`src/logic/asa_defines.svh`:
```
// Register offsets, field positions and reset values of the string assembler
`ifndef ASA_DEFINES_SVH
`define ASA_DEFINES_SVH

// ----------------------------------------------------------------------
// Register word addresses
// ----------------------------------------------------------------------
`define ASA_ADDR_INIT1 6'h00
`define ASA_ADDR_INIT2 6'h01
`define ASA_ADDR_INIT3 6'h02
`define ASA_ADDR_INIT4 6'h03
`define ASA_ADDR_STATUS1 6'h04
`define ASA_ADDR_IRQ_STAT 6'h05
`define ASA_ADDR_IRQ_MASK 6'h06
`define ASA_ADDR_ACK 6'h07
`define ASA_ADDR_COUNT 6'h08
// Address bit that selects the output string window
`define ASA_WIN_BIT 5

// ----------------------------------------------------------------------
// Reset values
// ----------------------------------------------------------------------
`define ASA_RST_INIT1 16'h0000
`define ASA_RST_INIT2 16'h000F
`define ASA_RST_INIT3 16'h0D00
`define ASA_RST_INIT4 16'h0000
`define ASA_RST_IRQ 2'h0

// ----------------------------------------------------------------------
// Field positions
// ----------------------------------------------------------------------
`define ASA_LEN_MSB 11
`define ASA_CHAR_MSB 14
`define ASA_CHAR_LSB 8
`define ASA_JUST_BIT 3
`define ASA_WORDS_MSB 1
`define ASA_WORDS_FOUR 2'h3
`define ASA_OVER_BIT 12
`define ASA_READY_BIT 0
`define ASA_BUSY_BIT 1
`define ASA_EV_DONE 0
`define ASA_EV_OVER 1

// ----------------------------------------------------------------------
// Characters
// ----------------------------------------------------------------------
`define ASA_SPACE 8'h20
`define ASA_NUL 8'h00

`endif

```
`src/logic/asa_pkg.sv`:
```
// Types shared by the string assembler files
package asa_pkg;

	typedef enum logic {
		ST_IDLE,
		ST_COPY
	} asa_state_t;

	typedef logic [15:0] asa_word_t;

endpackage

```
`src/logic/asa_assembler.sv`:
```
// Receive-side string assembler: collects characters into padded strings
// How it works
// - A string longer than the set length sends that many characters at once.
// - Overlength detection sets the overlength flag in the first status word.
// - The overlength flag clears when the host acknowledges the transfer.
// - Characters not sent after an overlength transfer stay buffered.
// - Leftovers go out with new data at full length or on delimiter.
// - The first extra character triggers the transfer and starts the leftover.
// - Characters equal to the removal character are dropped on entry.
// - Dropped characters are replaced by padding after justification.
// - Padding is the space character.
// - The end-of-string delimiter is never passed to the host.
// - Justify left when the margin bit is set, otherwise right.
//
// Decided for this implementation: the placing of the registers and the address-and-strobe port.
`timescale 1ns/10ps
`include "asa_defines.svh"

module asa_assembler #(
	parameter int MAX_LEN = 64,
	parameter int IN_AW = 7,
	parameter int OUT_AW = 5
) (
	input wire logic clk,
	input wire logic sys_rst,
	input wire logic charValid,
	input wire logic [6:0] charData,
	output logic charReady,
	input wire logic [5:0] regAddr,
	input wire logic [15:0] regWdata,
	input wire logic regWr,
	input wire logic regRd,
	output logic [15:0] regRdata,
	output logic irq,
	output logic stringDone,
	output logic overlengthFlag
);

	localparam int CW = IN_AW;
	localparam logic [CW-1:0] MAX_LEN_C = CW'(MAX_LEN);
	localparam logic [CW-1:0] ONE_C = CW'(1);

	// ------------------------------------------------------------------
	// State and decoded configuration
	// ------------------------------------------------------------------
	asa_pkg::asa_word_t firstInitWordQ, secondInitWordQ;
	asa_pkg::asa_word_t thirdInitWordQ, fourthInitWordQ;
	logic inputOverlengthFlagQ, readyFlagQ, irqQ, rdMemQ, doneQ;
	logic [1:0] irqStatQ, irqMaskQ;
	logic [15:0] regRdataQ;
	asa_pkg::asa_state_t stateQ;
	logic [IN_AW-1:0] wrPtrQ, rdPtrQ;
	logic [CW-1:0] countQ, nQ, padQ, lenQ, kQ, s2KQ;
	logic carryQ, readyQ, leftQ, s2ValidQ, s2DataQ;
	logic [7:0] hiQ;
	logic [`ASA_LEN_MSB:0] lenReg;
	logic [CW-1:0] lenEff, slotN;
	logic removeEn, marginJustifyBit;
	logic [6:0] removalCharField, delimChar;

	assign lenReg = secondInitWordQ[`ASA_LEN_MSB:0];
	assign removeEn = firstInitWordQ[`ASA_WORDS_MSB:0] == `ASA_WORDS_FOUR;
	assign removalCharField =
		fourthInitWordQ[`ASA_CHAR_MSB:`ASA_CHAR_LSB];
	assign delimChar = thirdInitWordQ[`ASA_CHAR_MSB:`ASA_CHAR_LSB];
	assign marginJustifyBit = thirdInitWordQ[`ASA_JUST_BIT];

	// Zero length would never complete; oversize is clipped to the buffer
	assign lenEff = (lenReg == '0) ? ONE_C :
		(lenReg > (`ASA_LEN_MSB + 1)'(MAX_LEN)) ? MAX_LEN_C :
		lenReg[CW-1:0];
	// Right-justified data end in the last byte of a whole word
	assign slotN = marginJustifyBit ? lenEff :
		lenEff + CW'(lenEff[0]);

	// ------------------------------------------------------------------
	// Character intake and trigger decisions
	// ------------------------------------------------------------------
	logic accept, isDelim, isRemoved, append;
	logic hitOver, hitFull, hitDelim, trig;
	logic [CW-1:0] cntPlus, sendN;

	assign accept = charValid && readyQ;
	assign isDelim = charData == delimChar;
	// Delimiter wins if both characters are configured alike
	assign isRemoved = removeEn && !isDelim &&
		(charData == removalCharField);
	assign append = accept && !isDelim && !isRemoved;
	assign cntPlus = countQ + ONE_C;
	// Fresh string: the first character past the length triggers
	assign hitOver = append && !carryQ && (cntPlus > lenEff);
	// Carried string: completes as soon as the length is reached
	assign hitFull = append && carryQ && (cntPlus >= lenEff);
	assign hitDelim = accept && isDelim;
	assign trig = hitOver || hitFull || hitDelim;
	assign sendN = hitDelim ? countQ : lenEff;

	// ------------------------------------------------------------------
	// Copy pipeline: issue stage reads input buffer, stage two packs
	// ------------------------------------------------------------------
	logic issuing, issueData, s2Last, finish, outWr;
	logic [7:0] inRdata, outChar;
	logic [OUT_AW-1:0] outWrAddr;
	logic [15:0] outWrData, outRdata;

	assign issuing = (stateQ == asa_pkg::ST_COPY) && (kQ != lenQ);
	// Removed characters never entered, so padding replaces them
	assign issueData = leftQ ? (kQ < nQ) : (kQ >= padQ);
	assign s2Last = s2ValidQ && (s2KQ == lenQ - ONE_C);
	assign finish = s2Last;
	assign outChar = s2DataQ ? inRdata : `ASA_SPACE;
	assign outWr = s2ValidQ && (s2KQ[0] || s2Last);
	assign outWrAddr = OUT_AW'(s2KQ >> 1);
	// Odd length: final word gets a space in its lower byte
	assign outWrData = s2KQ[0] ? {hiQ, outChar} :
		{outChar, `ASA_SPACE};

	always_ff @(posedge clk or posedge sys_rst) begin
		if (sys_rst) begin
			hiQ <= `ASA_NUL;
		end else if (s2ValidQ && !s2KQ[0]) begin
			hiQ <= outChar;
		end
	end

	always_ff @(posedge clk or posedge sys_rst) begin
		if (sys_rst) begin
			s2ValidQ <= 1'b0;
			s2DataQ <= 1'b0;
			s2KQ <= '0;
		end else begin
			s2ValidQ <= issuing;
			s2DataQ <= issueData;
			s2KQ <= kQ;
		end
	end

	// ------------------------------------------------------------------
	// Transfer control
	// ------------------------------------------------------------------
	always_ff @(posedge clk or posedge sys_rst) begin
		if (sys_rst) begin
			stateQ <= asa_pkg::ST_IDLE;
			nQ <= '0;
			padQ <= '0;
			lenQ <= '0;
			kQ <= '0;
			leftQ <= 1'b0;
		end else begin
			unique case (stateQ)
				asa_pkg::ST_IDLE: begin
					if (trig) begin
						stateQ <= asa_pkg::ST_COPY;
						nQ <= sendN;
						padQ <= slotN - sendN;
						lenQ <= slotN;
						kQ <= '0;
						leftQ <= marginJustifyBit;
					end
				end
				asa_pkg::ST_COPY: begin
					if (issuing) begin
						kQ <= kQ + ONE_C;
					end
					if (finish) begin
						stateQ <= asa_pkg::ST_IDLE;
					end
				end
			endcase
		end
	end

	// Intake stalls for the whole copy; the source sees it on charReady
	always_ff @(posedge clk or posedge sys_rst) begin
		if (sys_rst) begin
			readyQ <= 1'b0;
		end else begin
			readyQ <= !trig && (finish || stateQ == asa_pkg::ST_IDLE);
		end
	end

	// ------------------------------------------------------------------
	// Input buffer pointers and fill count
	// ------------------------------------------------------------------
	always_ff @(posedge clk or posedge sys_rst) begin
		if (sys_rst) begin
			wrPtrQ <= '0;
		end else if (append) begin
			wrPtrQ <= wrPtrQ + IN_AW'(1);
		end
	end

	always_ff @(posedge clk or posedge sys_rst) begin
		if (sys_rst) begin
			rdPtrQ <= '0;
		end else if (issuing && issueData) begin
			rdPtrQ <= rdPtrQ + IN_AW'(1);
		end
	end

	// Appends and finish never meet: intake is stalled during copy
	always_ff @(posedge clk or posedge sys_rst) begin
		if (sys_rst) begin
			countQ <= '0;
		end else if (append) begin
			countQ <= cntPlus;
		end else if (finish) begin
			countQ <= countQ - nQ;
		end
	end

	always_ff @(posedge clk or posedge sys_rst) begin
		if (sys_rst) begin
			carryQ <= 1'b0;
		end else if (hitOver) begin
			carryQ <= 1'b1;
		end else if (hitFull || hitDelim) begin
			carryQ <= 1'b0;
		end
	end

	asa_char_mem #(.WIDTH(8), .AW(IN_AW)) u_in_mem (
		.clk(clk), .sys_rst(sys_rst), .wrEn(append), .wrAddr(wrPtrQ),
		.wrData({1'b0, charData}), .rdAddr(rdPtrQ), .rdData(inRdata)
	);

	// Host may read mid-copy and see a mix of old and new words
	asa_char_mem #(.WIDTH(16), .AW(OUT_AW)) u_out_mem (
		.clk(clk), .sys_rst(sys_rst), .wrEn(outWr),
		.wrAddr(outWrAddr), .wrData(outWrData),
		.rdAddr(regAddr[OUT_AW-1:0]), .rdData(outRdata)
	);

	// ------------------------------------------------------------------
	// Register writes
	// ------------------------------------------------------------------
	logic regWin, ackWr;

	assign regWin = regAddr[`ASA_WIN_BIT];
	assign ackWr = regWr && (regAddr == `ASA_ADDR_ACK);

	always_ff @(posedge clk or posedge sys_rst) begin
		if (sys_rst) begin
			firstInitWordQ <= `ASA_RST_INIT1;
			secondInitWordQ <= `ASA_RST_INIT2;
			thirdInitWordQ <= `ASA_RST_INIT3;
			fourthInitWordQ <= `ASA_RST_INIT4;
			irqMaskQ <= `ASA_RST_IRQ;
		end else if (regWr) begin
			unique case (regAddr)
				`ASA_ADDR_INIT1: firstInitWordQ <= regWdata;
				`ASA_ADDR_INIT2: secondInitWordQ <= regWdata;
				`ASA_ADDR_INIT3: thirdInitWordQ <= regWdata;
				`ASA_ADDR_INIT4: fourthInitWordQ <= regWdata;
				`ASA_ADDR_IRQ_MASK: irqMaskQ <= regWdata[1:0];
				default: ;
			endcase
		end
	end

	// Set beats the acknowledge that lands in the same cycle
	always_ff @(posedge clk or posedge sys_rst) begin
		if (sys_rst) begin
			inputOverlengthFlagQ <= 1'b0;
		end else if (hitOver) begin
			inputOverlengthFlagQ <= 1'b1;
		end else if (ackWr) begin
			inputOverlengthFlagQ <= 1'b0;
		end
	end

	always_ff @(posedge clk or posedge sys_rst) begin
		if (sys_rst) begin
			readyFlagQ <= 1'b0;
		end else if (finish) begin
			readyFlagQ <= 1'b1;
		end else if (ackWr) begin
			readyFlagQ <= 1'b0;
		end
	end

	// ------------------------------------------------------------------
	// Interrupts
	// ------------------------------------------------------------------
	logic [1:0] irqEvents, irqClear;

	assign irqEvents = {hitOver, finish};
	assign irqClear = (regWr && regAddr == `ASA_ADDR_IRQ_STAT) ?
		regWdata[1:0] : 2'h0;

	always_ff @(posedge clk or posedge sys_rst) begin
		if (sys_rst) begin
			irqStatQ <= `ASA_RST_IRQ;
		end else begin
			irqStatQ <= (irqStatQ & ~irqClear) | irqEvents;
		end
	end

	always_ff @(posedge clk or posedge sys_rst) begin
		if (sys_rst) begin
			irqQ <= 1'b0;
		end else begin
			irqQ <= |(irqStatQ & irqMaskQ);
		end
	end

	// ------------------------------------------------------------------
	// Register reads
	// ------------------------------------------------------------------
	asa_pkg::asa_word_t firstStatusWord, readMux;

	always_comb begin
		firstStatusWord = '0;
		firstStatusWord[`ASA_OVER_BIT] = inputOverlengthFlagQ;
		firstStatusWord[`ASA_READY_BIT] = readyFlagQ;
		firstStatusWord[`ASA_BUSY_BIT] = stateQ == asa_pkg::ST_COPY;
	end

	always_comb begin
		unique case (regAddr)
			`ASA_ADDR_INIT1: readMux = firstInitWordQ;
			`ASA_ADDR_INIT2: readMux = secondInitWordQ;
			`ASA_ADDR_INIT3: readMux = thirdInitWordQ;
			`ASA_ADDR_INIT4: readMux = fourthInitWordQ;
			`ASA_ADDR_STATUS1: readMux = firstStatusWord;
			`ASA_ADDR_IRQ_STAT: readMux = {14'h0000, irqStatQ};
			`ASA_ADDR_IRQ_MASK: readMux = {14'h0000, irqMaskQ};
			`ASA_ADDR_COUNT: readMux = 16'(countQ);
			default: readMux = '0;
		endcase
	end

	always_ff @(posedge clk or posedge sys_rst) begin
		if (sys_rst) begin
			regRdataQ <= '0;
			rdMemQ <= 1'b0;
		end else begin
			regRdataQ <= (regRd && !regWin) ? readMux : '0;
			rdMemQ <= regRd && regWin;
		end
	end

	always_ff @(posedge clk or posedge sys_rst) begin
		if (sys_rst) begin
			doneQ <= 1'b0;
		end else begin
			doneQ <= finish;
		end
	end

	// ------------------------------------------------------------------
	// Outputs
	// ------------------------------------------------------------------
	// Window data come from the memory's own read register
	assign regRdata = rdMemQ ? outRdata : regRdataQ;
	assign charReady = readyQ;
	assign irq = irqQ;
	assign stringDone = doneQ;
	assign overlengthFlag = inputOverlengthFlagQ;

endmodule // asa_assembler

```
`src/logic/asa_char_mem.sv`:
```
// Simple one-write, one-read memory with registered read data
`timescale 1ns/10ps

module asa_char_mem #(
	parameter int WIDTH = 8,
	parameter int AW = 7
) (
	input wire logic clk,
	input wire logic sys_rst,
	input wire logic wrEn,
	input wire logic [AW-1:0] wrAddr,
	input wire logic [WIDTH-1:0] wrData,
	input wire logic [AW-1:0] rdAddr,
	output logic [WIDTH-1:0] rdData
);

	logic [WIDTH-1:0] mem [0:(1<<AW)-1];

	always_ff @(posedge clk) begin
		if (wrEn) begin
			mem[wrAddr] <= wrData;
		end
	end

	always_ff @(posedge clk or posedge sys_rst) begin
		if (sys_rst) begin
			rdData <= '0;
		end else begin
			rdData <= mem[rdAddr];
		end
	end

endmodule // asa_char_mem

```
`config.mk`:
```
export PLATFORM = sky130hd
export DESIGN_NAME = asa_assembler
export DESIGN_NICKNAME = d
export VERILOG_FILES = /design/src/logic/asa_pkg.sv /design/src/logic/asa_assembler.sv /design/src/logic/asa_char_mem.sv
export VERILOG_INCLUDE_DIRS = /design/src /design/src/logic
export SDC_FILE = /design/constraint.sdc
export NUM_CORES = 2
export LEC_CHECK = 0
export ABC_CLOCK_PERIOD_IN_PS = 7600
export BUFFER_PORTS_ARGS = -buffer_cell sky130_fd_sc_hd__buf_2
export CAP_MARGIN = 25
export CORE_MARGIN = 3
export CORE_UTILIZATION = 40
export CTS_CLUSTER_DIAMETER = 80
export DETAILED_ROUTE_END_ITERATION = 12
export SYNTH_ARGS = -nofsm -noshare
export SYNTH_HDL_FRONTEND = slang
export SYNTH_SLANG_ARGS = --single-unit
```
`constraint.sdc`:
```
create_clock -name clk -period 7.6 [get_ports clk]
set_input_delay 1.52 -clock clk [delete_from_list [all_inputs] [get_ports clk]]
set_output_delay 1.52 -clock clk [all_outputs]
set_load 0.01 [all_outputs]
```
Word level (Yosys, flattened, before mapping)
Memory sizes are Yosys's and may differ from the RTL's. A register that Yosys moved wholly into a read port is not among the register bits.
Index checks and enable logic that the tools add are counted.
- memory bits (writable): 1408
- input port bits: 34
- bits in registers: 167
- word-level logic and storage cells: 136
- memories: 2
- output and inout port bits: 20
- bitwise logic cells: 5
- add/sub/neg operators: 8
- reductions and logical operators: 45
- equal/unequal tests: 15
- mux-type cells: 28
- order comparisons: 5
- memories (memory ; words ; width ; read ports ; clocked after Yosys merged registers in ; wr ports ; RTL line ; text):
    u_in_mem.mem ; 128 ; 7 ; 1 ; 1 ; 1 ; asa_char_mem.sv:17 ; logic [WIDTH-1:0] mem [0:(1<<AW)-1];
    u_out_mem.mem ; 32 ; 16 ; 1 ; 1 ; 1 ; asa_char_mem.sv:17 ;
- operators by type and width (operator ; count):
    case mux 16 bit (8 select lines) ; 1
    two-way mux 7 bit ; 8
    two-way mux 16 bit ; 3
    adder 7 x 1 -> 7 bit (second input constant) ; 4
    == test 6 x 3 -> 1 bit (second input constant) ; 4
    == test 7 bit ; 3
    logical AND 1 bit ; 20
    >= comparator 7 bit ; 2
    case mux 7 bit (2 select lines) ; 1
    AND reduction 2 bit ; 7
    subtractor 7 bit ; 2
    == test 6 x 2 -> 1 bit (second input constant) ; 2
    greater-than comparator 12 x 7 -> 1 bit (second input constant) ; 1
    zero test 12 bit ; 1
    two-way mux 1 bit ; 12
    two-way mux 8 bit ; 1
    nonzero test 2 bit ; 4
    adder 7 x 1 -> 7 bit ; 1
    greater-than comparator 7 bit ; 1
    < comparator 7 bit ; 1
    inequality test 7 bit ; 1
    subtractor 7 x 1 -> 7 bit (second input constant) ; 1
    == test 6 x 1 -> 1 bit (second input constant) ; 1
    == test 6 x 4 -> 1 bit (second input constant) ; 1
    13 further kinds ; 23

Depth between registers and ports, before layout
- depth in word-level cells: 12
- mapped depth: 15
- depth with buffers taken out: 14

Cells and area by module
A second synthesis with hierarchy kept.
- cell total of the unflattened synthesis: 3588
- area total of the unflattened synthesis: 68918.6 um2
- by module, submodules not included (module ; area each (um2) ; cells each ; sequential area each (um2) ; instances):
    asa_char_mem at u_in_mem ; 39705.6 ; 1636 ; 30949.7 ; 1
    asa_char_mem at u_out_mem ; 20619.8 ; 1144 ; 15775.1 ; 1
    asa_assembler ; 8593.2 ; 808 ; 3987.6 ; 1

Least setup slack after synthesis
OpenSTA, ideal clock, no wires.
- path kind: input to register
- from: input port charData[2]
- to: register padQ[6]
- required time: 7.473 ns
- buffers on the path: 1
- slack: 3.722 ns
- stages: 14
- setup time: 0.127 ns
- arrival: 3.751 ns
- cell sequence: xor2_1 > nor4_1 > nand4b_1 > clkbuf_1 > nand2_1 > o21ai_0 > ha_1 > fa_1 > inv_1 > a21oi_1 > nor2_1 > o41ai_1 > xnor2_1 > o21ai_0
- elaborated cells between the ends (all ways): 18
- those cells by class: add/sub: 1; eq/ne: 2; mux: 1; reduce/logical: 14
- RTL lines (what ; RTL line ; text):
    from (decl) ; asa_assembler.sv:27 ; input wire logic [6:0] charData,
    == test 7 bit ; asa_assembler.sv:84 ; assign isDelim = charData == delimChar;
    logical AND 1 bit ; asa_assembler.sv:94 ; assign hitDelim = accept && isDelim;
    two-way mux 7 bit ; asa_assembler.sv:96 ; assign sendN = hitDelim ? countQ : lenEff;
    via sendN[0] ; asa_assembler.sv:81 ; logic [CW-1:0] cntPlus, sendN;
    subtractor 7 bit ; asa_assembler.sv:155 ; padQ <= slotN - sendN;
    to (signal assigned) ; asa_assembler.sv:155 ;
    to (decl) ; asa_assembler.sv:53 ; logic [CW-1:0] countQ, nQ, padQ, lenQ, kQ, s2KQ;
The timed path passes the listed nets, and every way through them passes these cells.
A chain may end at the register's enable or synchronous reset.

Worst setup path after layout
- from: input port charData[6]
- to: memory u_in_mem.mem[75][2] (netlist bit), enable pin
- longest elaborated chain between the ends: 8
- elaborated cells between the ends (all ways): 10
- those cells by class: eq/ne: 2; mux: 2; reduce/logical: 6
- ends and longest elaborated chain (what ; RTL line ; text):
    == test 7 bit ; asa_assembler.sv:84 ;
    zero test 1 bit ; asa_assembler.sv:86, asa_assembler.sv:88 ;
    logical AND 1 bit (2 in series) ; asa_assembler.sv:86 ; assign isRemoved = removeEn && !isDelim &&
    zero test 1 bit ; asa_assembler.sv:88 ; assign append = accept && !isDelim && !isRemoved;
    logical AND 1 bit (*) ; asa_assembler.sv:88 ;
    two-way mux 1 bit (*) ; asa_char_mem.sv:20 ; if (wrEn) begin
    two-way mux 1 bit (not written as such) (*) ; asa_char_mem.sv:21 ; mem[wrAddr] <= wrData;
    to (decl) ; asa_char_mem.sv:17 ;
Every way passes the cells marked *; elsewhere a longest branch is shown, timed or not.

==> results summary <==
The run finished with clean final reports. The number of max-cap violations is 0. The arrival time of data at the critical path endpoint came out at 4.65 ns.

The area added between synthesis and finish came out at 12.8%. The fraction of final layout cells with drive strength greater than 1 came out at 29.5%. Synthesis instantiated 66 different standard cells from the library. The first-pass GRT wire length came out at 214,000 um.

The buffer and inverter count on the worst path came out at 3. Clock tree synthesis inserted a total of 152 buffers. The synthesized cell area came out at 60,900 um^2. The area share of the largest cell type after synthesis is 66.2%.

The total chip power is 0.0228 W. The launching element type of the critical path is a primary input. The leakage power of the design came out at 22.5 nW.

The synthesized design spends more area on one cell type than any other, namely edfxtp_1. The number of nets still failing antenna checks after routing came out at 0. The routed design has 145,000 um of wire. Once the floorplan was initialized, standard cells occupied 40.5% of the core. The via density per instance is 5.66. The region available for standard cell placement spans 150,000 um^2.

The DRC violation count after routing is 0. The number of vias in the routed layout came out at 29,483. The overall die height came out at 396 um.

Yosys attributes the largest share of cell area to edfxtp_1, mux4_2, dfrtp_1. Of all nets on the critical path, the largest fanout is 52. The number of max-slew violations in the final report is 0. For this run, the leading register cell type out of synthesis is edfxtp_1. The maximum level of the CTS H-tree is 4.

The number of flip-flops and latches in the synthesized netlist came out at 1,523. Buffers inserted to repair hold after CTS numbered 0. The cell type of the slowest stage on the worst timing path is nand3b_1. Setup violations remaining at the end of the flow were counted as 0. The clock sink count is 1,523. The quantity of I/O buffers inserted on ports came out at 53. The floorplan step set the die width to 396 um. Counting flops with a built-in enable in the synthesized netlist gives 1,344. The deepest clock path buffer count is 3. The number of nets produced by synthesis is 3,014. The worst-case IR drop observed on VDD is 0.405 mV. The proportion of synthesized flip-flops having asynchronous set or reset came out at 11.8%. The number of antenna cells inserted came out at 0. The clock latency on the worst-skew pair is 0.77 ns.

Setup repair after global routing left no endpoint under its margin. The kind of cell with the highest combined delay along the critical path is simple AND/OR/NAND/NOR gates. At the worst endpoint, the required time is 7.99 ns. Traced cell by cell, the critical path runs through buf_4 > buf_4 > xnor2_1 > nand3_1 > and3_1 > nand3b_1 > buf_4 > nor2_1. The highest clock rate is 235 MHz.

The number of search-and-repair iterations in the first detailed-routing pass came out at 5. The nature of the critical path endpoint is a flop. After clock tree synthesis, the clock-pin slew on the worst setup and hold paths is 0.06 ns.

The dominant cell type by count on the critical path is buf_4. The root buffer cell is clkbuf_16. The delay contributed by the slowest stage of the critical path is 0.73 ns. The final hold violation count is 0. The tightest min-delay check is of the flop to flop type. By count the netlist is led by edfxtp_1, mux4_2, nor2_1, dfrtp_1, mux2_2. The share of the clock period used by the worst path came out at 56.1%. The sequential cell area fraction in the yosys report came out at 73.6%. At the pin with the least slew margin, the transition time is 1.06 ns.

The placer's final routability congestion estimate came out at 0.830. The number of primary I/O pins came out at 54. In this run the core area contains 142 standard-cell rows. Across all hold checks on the routed design, the worst slack comes to 0.483 ns. The average wire per standard cell came out at 27.8 um. In this run the post-CTS setup repair buffer count came out at 0. Entering global routing, the biggest net connects 122 pins. The total congestion overflow came out at 0. The sum of negative setup slack is 0 ns. The instance count of the mapped netlist is 2,942.

The CTS tree is yes. The clock skew came out at 0.0224 ns. Yosys instantiated no cell more often than edfxtp_1.

After layout, the minimum clock period comes to 4.26 ns. The number of global-route vias before repair is 30,078. The post-CTS resize count is 0. The fraction of the core area covered by cells at the end of the flow is 45.6%.

The synthesis warning total came out at 0. The average footprint of a synthesized cell is 20.7 um^2. In this run the power density over the cells is 332 nW/um^2. The worst pin sits at a relative slew slack of 29.1%.

The starting DRC count in detailed routing is 3,054. The final layout contains 3,144 nets. The worst setup path is of the primary input to flop kind. After legalization and detailed placement, the total HPWL measured 88,200 um. The number of antenna violations at the first check in global routing came out at 0. The total track usage is 18.5%. The area enclosed by the die boundary is 157,000 um^2.
[final cells by class]
class / instances / area (um^2)
fillers: 12477 / 81800
flip-flops and latches: 1523 / 44900
multi-input cells: 1225 / 15300
clock buffers: 192 / 4070
well taps: 2016 / 2520
repair buffers: 134 / 1080
clock inverters: 85 / 697
inverters: 36 / 143
[cell usage in the layout, fill, tap and decap left out, types with 4 or more instances in the layout]
cell type,count
nand2_1,96
a22oi_1,7
a21oi_1,29
o21ai_2,6
nand2b_1,9
nor2_1,198
inv_1,35
mux4_2,444
ha_1,36
bufinv_16,9
clkinv_1,28
edfxtp_1,1344
mux2_4,4
nand3_1,21
buf_12,6
clkbuf_16,157
dfrtp_1,168
nand4_1,8
xnor2_1,32
buf_4,74
and3_1,26
dfstp_2,7
nor3b_1,4
buf_2,44
clkinv_2,31
clkbuf_8,4
nor3_1,5
a21o_1,12
mux2i_1,12
inv_6,9
xor2_1,36
nand3b_1,11
clkbuf_1,33
mux2_2,109
and2_1,8
nor2b_1,11
o21ai_0,43
[kinds of logic (layout without fill, tap and decap cells)]
family                   Yosys count  in the layout  synth area share (%)
flip-flops                      1523           1523                  73.6
multiplexers                     570            570                  18.7
AND/OR/NAND/NOR                  422            422                  3.21
buffers and inverters            194            447                  1.33
AO/OA/AOI/OAI                    126            126                  1.31
XOR/XNOR                          68             68                 0.978
adder cells (fa/ha/maj)           39             39                 0.821
[state kept, by name, summed over array words and instances, names as in the netlist, 14 cells and up]
name	cells
u_in_mem.mem	896
u_out_mem.mem	448
firstInitWordQ	16
fourthInitWordQ	16
regRdataQ	16
secondInitWordQ	16
thirdInitWordQ	16
u_out_mem.rdData	14
[worst reg2reg max path, cell delays in order (launching register included)]
cell and delay [ns]:
dfrtp_1 0.48, or4_1 0.53, o31ai_1 0.28, nor2b_1 0.20, and2_1 0.22, inv_1 0.07, ha_1 0.29, a21o_1 0.19
o31ai_1 0.18, a21oi_1 0.07, a311oi_1 0.36, nand2b_1 0.17, a21oi_4 0.27, buf_12 0.24, mux2_2 0.37
[metrics by stage]
stage                     std cells  setup slack [ns]  instance area, um^2
after detailed placement       4930              2.53                63800
after global routing           5211              3.12                68700
final                          5211              3.34                68700
after global placement         4924              2.57                63700
after floorplan                2942              1.23                60900
after CTS                      5207              3.19                68600
[where the power goes]
| group | internal (W) | switching, W | leakage [nW] |
|---|---|---|---|
| Combinational | 0.00246 | 0.00283 | 5.77 |
| Sequential | 0.00976 | 0.000519 | 14.4 |
| Clock | 0.00411 | 0.00312 | 2.35 |
| Total | 0.0163 | 0.00647 | 22.5 |
[final timing paths]
| path | from | endpoint | slack, ns | depth (start not counted) |
|---|---|---|---|---|
| min in group asynchronous | sys_rst | thirdInitWordQ[3]$_DFFE_PP0P_ | 0.95 | 2 |
| worst max-delay path | charData[6] | u_in_mem.mem[75][2]$_DFFE_PP_ | 3.34 | 8 |
| worst min-delay path | nQ[6]$_DFFE_PP0P_ | nQ[6]$_DFFE_PP0P_ | 0.48 | 2 |
| worst max register to register | secondInitWordQ[4]$_DFFE_PP0P_ | lenQ[5]$_DFFE_PP0P_ | 3.56 | 14 |
| worst min register to register | nQ[6]$_DFFE_PP0P_ | nQ[6]$_DFFE_PP0P_ | 0.48 | 2 |
| max in group asynchronous | sys_rst | rdPtrQ[3]$_DFFE_PP0P_ | 5.31 | 3 |
[layer usage]
layer | vias up | wire [um] | GRT usage [%]
li1 | 12267 | - | -
met1 | 15827 | 60400 | 26.3
met2 | 1183 | 71700 | 30.1
met3 | 206 | 9390 | 2.75
met4 | 0 | 3520 | 5.30
met5 | - | 0 | 0
(Power assumes the default switching activity.)
